--- config.mk ---
export PLATFORM = sky130hd
export DESIGN_NAME = hoc_control
export DESIGN_NICKNAME = d
export VERILOG_FILES = /design/src/hoc_flag_bit.v /design/src/hoc_control.v
export VERILOG_INCLUDE_DIRS = /design/src /design/src/src
export SDC_FILE = /design/constraint.sdc
export NUM_CORES = 1
export LEC_CHECK = 0
export ABC_AREA = 1
export BUFFER_PORTS_ARGS = -buffer_cell sky130_fd_sc_hd__buf_4
export CORE_UTILIZATION = 44
export DETAILED_ROUTE_END_ITERATION = 10
export PLACE_DENSITY = 0.76
export SETUP_SLACK_MARGIN = 0.5
export SLEW_MARGIN = 10
export SYNTH_ARGS = -nofsm -noshare
export SYNTH_HDL_FRONTEND = slang
export SYNTH_SLANG_ARGS = --single-unit
--- constraint.sdc ---
create_clock -name core_clk -period 1.5 [get_ports core_clk]
set_clock_uncertainty 0.2 [all_clocks]
set_input_delay 0.3 -clock core_clk [delete_from_list [all_inputs] [get_ports core_clk]]
set_output_delay 0.3 -clock core_clk [all_outputs]
set_load 0.05 [all_outputs]
--- src/hoc_map.vh ---
// Register map, field positions and reset values for the host operation control word
`ifndef HOC_MAP_VH
`define HOC_MAP_VH

// ==========================================================
// Offsets
`define HOC_CTRL_OFFSET 12'h004
`define HOC_EVT_OFFSET 12'h00C
`define HOC_ADDR_W 12

// ==========================================================
// Field positions
`define HOC_FSTATE_LO 6
`define HOC_FSTATE_HI 7
`define HOC_BLE_BIT 5
`define HOC_CLE_BIT 4
`define HOC_ROUTE_BIT 8
`define HOC_CAPABLE_BIT 9
`define HOC_WAKE_EN_BIT 10

// ==========================================================
// Reset values
`define HOC_CTRL_RESET 32'h00000000
`define HOC_EVT_RESET 32'h00000000

`endif

--- src/hoc_flag_bit.v ---
// One control flag that hardware reset clears and software reset keeps
`timescale 1ns/1ps
`default_nettype none

module hoc_flag_bit (
  // Clock and resets
  input wire core_clk,
  input wire reset,
  input wire soft_reset,
  // Write port
  input wire wr_en,
  input wire wr_val,
  // State
  output reg flag_q
);

  // ==========================================================
  // Storage
  // Soft reset is deliberately absent here: the flag survives it
  always @(posedge core_clk) begin
    if (reset) begin
      flag_q <= 1'b0;
    end else if (wr_en) begin
      flag_q <= wr_val;
    end
  end

endmodule // hoc_flag_bit

`default_nettype wire

--- src/hoc_control.v ---
// Host operation control register with APB access and interrupt routing
// Operation
// - Hardware alters only the state field
// - Capable bit: hard reset clears, soft keeps
// - Capable encoding: 0 unsupported, 1 supported
// - Routing bit: hard reset clears, soft keeps
// - Routing 0 bus interrupt, 1 management
`timescale 1ns/1ps
`default_nettype none
`include "hoc_map.vh"

module hoc_control (
  // Clock and reset
  input wire core_clk,
  input wire reset,
  // Controller software reset
  input wire soft_reset,
  // APB slave
  input wire psel,
  input wire penable,
  input wire pwrite,
  input wire [11:0] paddr,
  input wire [31:0] pwdata,
  output wire pready,
  output wire pslverr,
  output reg [31:0] prdata,
  // Event inputs and controller state
  input wire [31:0] event_set,
  input wire state_load,
  input wire [1:0] state_val,
  // Outputs
  output wire [1:0] controller_functional_state,
  output wire bulk_list_enable,
  output wire control_list_enable,
  output wire remote_wake_capable,
  output wire interrupt_route_select,
  output reg bus_irq_q,
  output reg management_interrupt_path_q
);

  // ==========================================================
  // Decode
  wire acc = psel && penable;
  // Read data is fetched in the setup cycle, one edge ahead of the answer
  wire setup_rd = psel && !penable && !pwrite;
  // Full address compare; aliases of the two words are not decoded
  wire hit_ctrl = (paddr == `HOC_CTRL_OFFSET);
  wire hit_evt = (paddr == `HOC_EVT_OFFSET);
  wire hit_any = hit_ctrl || hit_evt;
  wire wr_ctrl = acc && pwrite && hit_ctrl;
  wire wr_evt = acc && pwrite && hit_evt;

  // ==========================================================
  // Handshake
  // Zero wait states: every access ends in its first access cycle
  assign pready = 1'b1;
  // Unmapped addresses answer with an error
  assign pslverr = acc && !hit_any;

  // ==========================================================
  // Low control fields (cleared by either reset)
  // Soft reset clears these, unlike the two flags below
  reg [1:0] fstate_q;
  reg [1:0] fstate_d;
  reg ble_q;
  reg ble_d;
  reg cle_q;
  reg cle_d;

  always @* begin
    fstate_d = fstate_q;
    ble_d = ble_q;
    cle_d = cle_q;
    if (wr_ctrl) begin
      ble_d = pwdata[`HOC_BLE_BIT];
      cle_d = pwdata[`HOC_CLE_BIT];
      fstate_d = pwdata[`HOC_FSTATE_HI:`HOC_FSTATE_LO];
    end
    // Hardware state change wins over a software write in the same cycle
    if (state_load) begin
      fstate_d = state_val;
    end
  end

  always @(posedge core_clk) begin
    if (reset || soft_reset) begin
      fstate_q <= 2'h0;
      ble_q <= 1'b0;
      cle_q <= 1'b0;
    end else begin
      fstate_q <= fstate_d;
      ble_q <= ble_d;
      cle_q <= cle_d;
    end
  end

  // ==========================================================
  // Flags that survive soft reset
  hoc_flag_bit u_capable (
    .core_clk(core_clk),
    .reset(reset),
    .soft_reset(soft_reset),
    .wr_en(wr_ctrl),
    .wr_val(pwdata[`HOC_CAPABLE_BIT]),
    .flag_q(remote_wake_capable)
  );

  hoc_flag_bit u_route (
    .core_clk(core_clk),
    .reset(reset),
    .soft_reset(soft_reset),
    .wr_en(wr_ctrl),
    .wr_val(pwdata[`HOC_ROUTE_BIT]),
    .flag_q(interrupt_route_select)
  );

  // Wakeup enable has no function: not stored, reads zero
  wire remote_wake_enable = 1'b0;

  // ==========================================================
  // Event status, write one to clear, set wins
  reg [31:0] evt_q;
  reg [31:0] evt_d;
  // Writing a one clears that bit; zeros leave it alone
  wire [31:0] evt_clr = wr_evt ? pwdata : 32'h00000000;

  // A new event in the clearing cycle must not be lost
  always @* begin
    evt_d = (evt_q & ~evt_clr) | event_set;
  end

  always @(posedge core_clk) begin
    if (reset || soft_reset) begin
      evt_q <= `HOC_EVT_RESET;
    end else begin
      evt_q <= evt_d;
    end
  end

  // ==========================================================
  // Routing of latched events
  // Exactly one path carries pending events; the other stays low
  wire evt_pending = |evt_q;
  reg bus_irq_d;
  reg mgmt_irq_d;

  always @* begin
    bus_irq_d = 1'b0;
    mgmt_irq_d = 1'b0;
    if (evt_pending) begin
      if (interrupt_route_select) begin
        mgmt_irq_d = 1'b1;
      end else begin
        bus_irq_d = 1'b1;
      end
    end
  end

  // Soft reset empties the status, so both paths fall a cycle later
  always @(posedge core_clk) begin
    if (reset) begin
      bus_irq_q <= 1'b0;
      management_interrupt_path_q <= 1'b0;
    end else begin
      bus_irq_q <= bus_irq_d;
      management_interrupt_path_q <= mgmt_irq_d;
    end
  end

  // ==========================================================
  // Control word layout
  // Bit ten is never stored, so it always reads back zero
  wire [31:0] ctrl_word = {
    21'h000000,
    remote_wake_enable,
    remote_wake_capable,
    interrupt_route_select,
    fstate_q,
    ble_q,
    cle_q,
    4'h0
  };

  // ==========================================================
  // Read data
  reg [31:0] rdata_d;

  // Unmapped reads return zero alongside the error response
  always @* begin
    rdata_d = prdata;
    if (setup_rd) begin
      if (hit_ctrl) begin
        rdata_d = ctrl_word;
      end else if (hit_evt) begin
        rdata_d = evt_q;
      end else begin
        rdata_d = 32'h00000000;
      end
    end
  end

  // Only hardware reset clears the holding register
  always @(posedge core_clk) begin
    if (reset) begin
      prdata <= 32'h00000000;
    end else begin
      prdata <= rdata_d;
    end
  end

  // ==========================================================
  // Outputs
  assign controller_functional_state = fstate_q;
  assign bulk_list_enable = ble_q;
  assign control_list_enable = cle_q;

endmodule // hoc_control

`default_nettype wire

==> run summary, run 1 <==
Status -> complete, but fails checks
Failing checks -> hold timing, setup timing
Chip width -> 88.94 microns
DRT iter0 DRCs -> 156
Post-Synthesis Cell Area -> 3326 sq um
Worst-Skew Late Latency -> 0.35 ns
Seq/Total Area, Yosys -> 0.4334
Fin nets -> 681
CTS Buffer Depth -> 2
Layout cells sized above 1 -> 0.5783
R2R depth -> 6
Vias -> 3683
Critical Path RT -> 1.00 ns
Overall Power -> 4.564 mW
FF-to-FF setup slack -> 0.31 ns
CP Data Arrival Time -> 1.08 ns
Startpoint types -> input pin
Hold path depth -> 3
Slew Limit Fails -> 0
# H-tree levels -> 3
Max transition margin -> 0.6463
Routed Antenna Nets -> 0
Vias in the first global route -> 3477
Finished Layout Cells -> 699
Hold WC Path Type -> in2reg
Yosys warns -> 0
IO Pins -> 127
HPWL Detailed -> 6436 microns
Synth unique cells -> 25
Area of the die -> 7910 sq um
Leading cell type in the layout, fill and taps excluded -> buf_4
Final core occ -> 0.7924
Routed WL -> 11270 microns
Worst hold path endpoint -> u_capable.flag_q
Max FO, Critical Path -> 2
Gr usage total -> 0.2758
Most frequent cells in the layout -> buf_4 (99), nand2_1 (64), dfxtp_2 (52)
Rows -> 31
Worst Slack Setup Final -> -0.08123 ns
Critical path endpoint category -> output pin
Routability cong. -> 0.8031
Gr ovfl total -> 0
Syn nets -> 528
Cts bufs inserted -> 9
Initial core utilization -> 0.4561
Pre-CTS setup slack -> -0.2009 ns
Reg2reg start -> evt_q[21]
Clock sink count -> 72
Crit-path cells -> buf_6 -> nor2_4 -> nand2_4 -> nor2_4 -> and2_4 -> nor3_4 -> buf_6
Comb power frac -> 0.191
1st-pass router iterations -> 4
Share of power burned in registers -> 0.459
First-pass GRT wire length -> 16390 microns
Hold WS -> -0.01439 ns
Vias per cell -> 5.269
Placed Cells -> 655
Slowest-stage cell, CP -> and2_4
Largest net degree at the start of global routing -> 37
Clk network pwr share -> 0.350
Wirelength per Cell -> 16.12 microns
# DRC -> 0
Clk root buf -> clkbuf_8
Core Area -> 7292 sq um
Critical hold path startpoint -> pwdata[9]
P per Cell Area -> 789.8 nW/um^2
Hold Vio Cnt, Final -> 18
Net Sw Frac -> 0.2766
Post-Synthesis Cells -> 443
Area grow syn2layout -> 73.74%
Fmax -> 632.4 MHz
P_int -> 3.301 mW
Worst slew pin tran -> 0.5306 ns
IR drop worst, VDD -> 0.3948 mV
Crit Reg-Reg Endpoint -> management_interrupt_path_q
Antenna Cells -> 0
Clk slew on worst S/H paths -> 0.08 ns
Port buffer count -> 125
RSZ-0062 raised after global routing -> yes
Fin crit period -> 1.581 ns
Leakage -> 2.474 nW
Flop and latch count out of synthesis -> 72
Die Ht -> 88.94 microns
Maxcap violations -> 0
Avg Inst Size Synth -> 7.507 sq um
Initial antenna violation count -> 0
Crit-path max cell delay -> 0.18 ns
CTS tree -> built
Tcrit/Tclk final -> 1.054
Crit Path Class -> in2out
Count of final setup violators -> 2
Sw power -> 1.262 mW
## sequential cells by signal, indices dropped and copies added, names as in the netlist
signal / cells
evt_q: 32
prdata: 32
controller_functional_state: 2
bulk_list_enable: 1
bus_irq_q: 1
control_list_enable: 1
management_interrupt_path_q: 1
u_capable.flag_q: 1
u_route.flag_q: 1
## power groups by stage
stage / sequential (mW) / clock (mW) / combinational [mW]
global route: 2.10 / 1.69 / 0.929
global placement: 2.11 / 0 / 0.712
CTS: 2.09 / 1.60 / 0.819
floorplan: 2.25 / 0 / 0.265
detailed placement: 2.11 / 0 / 0.718
finish: 2.09 / 1.60 / 0.871
## worst max-delay path: cells and delay by family
family | cells | cell delay, ns
simple gates | 5 | 0.53
buf+inv | 2 | 0.25
## cell usage after synthesis (all sizes together)
cell	n	area share
o21ai	26	0.039
inv	48	0.054
nor3b	2	0.0045
a21oi	60	0.11
and2	1	0.0019
nand2	75	0.085
or2	1	0.0019
nand3	41	0.090
conb	1	0.0011
dfxtp	72	0.43
clkbuf	11	0.012
nor2	48	0.056
nand4	32	0.060
nor3	5	0.011
buf	20	0.038
## cell families after synthesis
logic type,count (synthesis),synth area share
other cells,1,0.001128
flops,72,0.4334
buf+inv,79,0.1046
simple gates,205,0.3111
compound gates,86,0.1497
## repair_timing
action                                 in CTS  in global routing
buffers inserted                           14                 10
resized for setup                         126                 66
pin swaps                                  17                 26
cloned                                      4                  1
endpoints found under the hold margin      23                  4
setup endpoints to repair                 113                113
## cell type report
| type | count | area, sq um |
|---|---|---|
| multi-input combinational | 292 | 1876 |
| clock inverter | 3 | 40.04 |
| tap | 99 | 123.9 |
| timing repair buffer | 173 | 1876 |
| clock buffer | 12 | 165.2 |
| sequential | 72 | 1518 |
| fill | 468 | 1514 |
| inverter | 48 | 180.2 |
## worst max path at each step
stage | from | to | slack, ns
3_3_place_gp | paddr[11] | pslverr | -0.18
4_1_cts | paddr[4] | pslverr | -0.08
3_5_place_dp | paddr[11] | pslverr | -0.20
5_1_grt | paddr[11] | pslverr | -0.12
6_report | paddr[8] | pslverr | -0.08
2_1_floorplan | paddr[11] | pslverr | -0.26
## through the flow
step,instance area (sq um),TNS (ns)
5_1_grt,5778,-0.8217
3_3_place_gp,4562,-5.125
2_1_floorplan,3538,-0.2599
3_5_place_dp,4562,-7.714
4_1_cts,5428,-0.08332
6_report,5778,-0.09604
## routing by layer
metal	part of all wire	vias up	global-route usage	routed length [microns]
met2	0.52	162	0.4797	5915
li1	-	1769	-	-
met1	0.39	1727	0.3268	4372
met5	0	-	0	0
met4	0.025	0	0.1385	277
met3	0.062	25	0.05171	704
Note: power is estimated with default switching activity, not from simulation.
==> run 2: changes to the inputs <==
--- a/config.mk
+++ b/config.mk
@@ -11,7 +11,7 @@
 export CORE_UTILIZATION = 44
 export DETAILED_ROUTE_END_ITERATION = 10
 export PLACE_DENSITY = 0.76
-export SETUP_SLACK_MARGIN = 0.5
+export SETUP_SLACK_MARGIN = 0.2
 export SLEW_MARGIN = 10
 export SYNTH_ARGS = -nofsm -noshare
 export SYNTH_HDL_FRONTEND = slang
==> run 2 against run 1 <==
  * The run ends with setup timing left
  * Via count is 4.3% higher
  * Clock power hardly changed
  * Combinational power is 4.6% higher
  * Maximum frequency is 3.7% lower
  * Utilization is 3.0 points higher
  * First-iteration DRC count is 15% lower
  * Global-route usage is 1.2 points lower
  * Setup slack worse by 0.061 ns
  * Count of clock-buffer cells in the layout is 1 lower
==> run summary, run 2 (same netlist as run 1, synthesis figures left out) <==
Status -> complete, but fails checks
Failing checks -> setup timing
Layout cells sized above 1 -> 0.5285
Leakage -> 2.465 nW
Setup crit start -> paddr[8]
Initial antenna violation count -> 0
Fin crit period -> 1.642 ns
Reg2reg start -> evt_q[17]
Routed Antenna Nets -> 0
Hold path depth -> 3
Rows -> 31
Area of the die -> 7910 sq um
Worst hold path endpoint -> evt_q[14]
Slowest-stage cell, CP -> nor3_2
Placed Cells -> 655
Crit-path max cell delay -> 0.20 ns
Slew Limit Fails -> 0
Clk slew on worst S/H paths -> 0.07 ns
Startpoint types -> input pin
Critical path endpoint category -> output pin
1st-pass router iterations -> 4
Area grow syn2layout -> 80.32%
Max transition margin -> 0.6297
Critical Path RT -> 1.00 ns
Clock sink count -> 72
Chip width -> 88.94 microns
Overall Power -> 4.609 mW
CP Data Arrival Time -> 1.14 ns
Fin nets -> 695
Fmax -> 608.9 MHz
Worst-Skew Late Latency -> 0.35 ns
Fill cell count -> 429
Tcrit/Tclk final -> 1.095
FF-to-FF setup slack -> 0.23 ns
IO Pins -> 127
Hold WC Path Type -> in2reg
Vias in the first global route -> 3441
First-pass GRT wire length -> 15790 microns
RSZ-0062 raised after global routing -> yes
Vias per cell -> 5.378
Crit Reg-Reg Endpoint -> management_interrupt_path_q
Clk root buf -> clkbuf_8
Routability cong. -> 0.8173
Antenna Cells -> 0
P per Cell Area -> 768.6 nW/um^2
Crit-path cells -> buf_6 -> nor2_4 -> nand2_2 -> nor3_2 -> buf_4 -> nor3_4 -> buf_6
# DRC -> 0
Gr usage total -> 0.2642
Crit Path Class -> in2out
DRT iter0 DRCs -> 133
# H-tree levels -> 3
Pre-CTS setup slack -> -0.1807 ns
TNS Setup -> -0.1423 ns
IR drop worst, VDD -> 0.5719 mV
Initial core utilization -> 0.4561
Max FO, Critical Path -> 2
Worst slew pin tran -> 0.5555 ns
Worst Slack Setup Final -> -0.1423 ns
Cts bufs inserted -> 9
Leading cell type in the layout, fill and taps excluded -> buf_4
Most used cell, CP -> buf_6
Maxcap violations -> 0
CTS tree -> built
Wirelength per Cell -> 17.37 microns
R2R depth -> 6
Largest delay share family, worst path -> simple AND/OR/NAND/NOR gates
Port buffer count -> 125
Largest net degree at the start of global routing -> 37
Most frequent cells in the layout -> buf_4 (90), nand2_1 (64), inv_1 (46)
Finished Layout Cells -> 714
Core Area -> 7292 sq um
Critical hold path startpoint -> event_set[14]
Die Ht -> 88.94 microns
Routed WL -> 12400 microns
Count of final setup violators -> 1
Gr ovfl total -> 0
Vias -> 3840
HPWL Detailed -> 6652 microns
Final core occ -> 0.8224
Hold Vio Cnt, Final -> 0
CP bufs+invs -> 3
CTS Buffer Depth -> 2
## run 2: changes by cell type in the layout (fill, tap and decap cells not counted), sizes merged
cell / change
buf: -12
bufbuf: -1
clkbuf: +2
dlygate4sd3: +24
clkinvlp: +2
## run 2: worst max path at each step
stage	cells after the start	endpoint	slack, ns
final	7	pslverr	-0.14
after global routing	7	pslverr	-0.18
after CTS	8	pslverr	-0.12
after detailed placement	7	pslverr	-0.18
after global placement	7	pslverr	-0.20
after floorplan	7	pslverr	-0.26
## run 2: worst reg2reg max path: stages, from the launching register on
cell and delay [ns]:
dfxtp_1 0.36, nor2_1 0.13, nand2_1 0.06, nor2_1 0.14, nand2_1 0.09, nor2_2 0.11, nor3_1 0.06
## run 2: per-stage QoR
step                      cell area [sq um]  hold WS [ns]
final                                  5997      0.001298
after global routing                   5997      0.002626
after CTS                              5365     0.0002793
after detailed placement               4463        0.2750
after global placement                 4463        0.2686
after floorplan                        3427        0.2314
## run 2: timing repair
action                                 in CTS  in global routing
setup endpoints to repair                  45                 82
endpoints found under the hold margin      19                  6
setup buffers                               8                  5
pin swaps                                  10                 77
hold buffers                               18                  6
cloned                                      0                  6
gates resized for setup                   149                 90
## run 2: power by group
| group | total (mW) | switching [mW] | internal, mW |
|---|---|---|---|
| logic | 0.911 | 0.480 | 0.431 |
| clock network | 1.60 | 0.751 | 0.853 |
| registers | 2.09 | 0.0911 | 2.00 |
## run 2: layer usage
layer / vias to the layer above / track usage / part of all wire
li1: 1805 / - / -
met1: 1824 / 0.3049 / 0.37
met2: 179 / 0.4825 / 0.55
met3: 32 / 0.04617 / 0.056
met4: 0 / 0.1111 / 0.026
met5: - / 0 / 0
## run 2: final cells by class
type	instances	area [sq um]	share of cell area
clock inverters	5	55.05	0.009180
flip-flops and latches	72	1499	0.2499
multi-input cells	292	1939	0.3234
repair buffers	187	2046	0.3411
well taps	99	123.9	0.02066
inverters	48	182.7	0.03046
clock buffers	11	151.4	0.02525
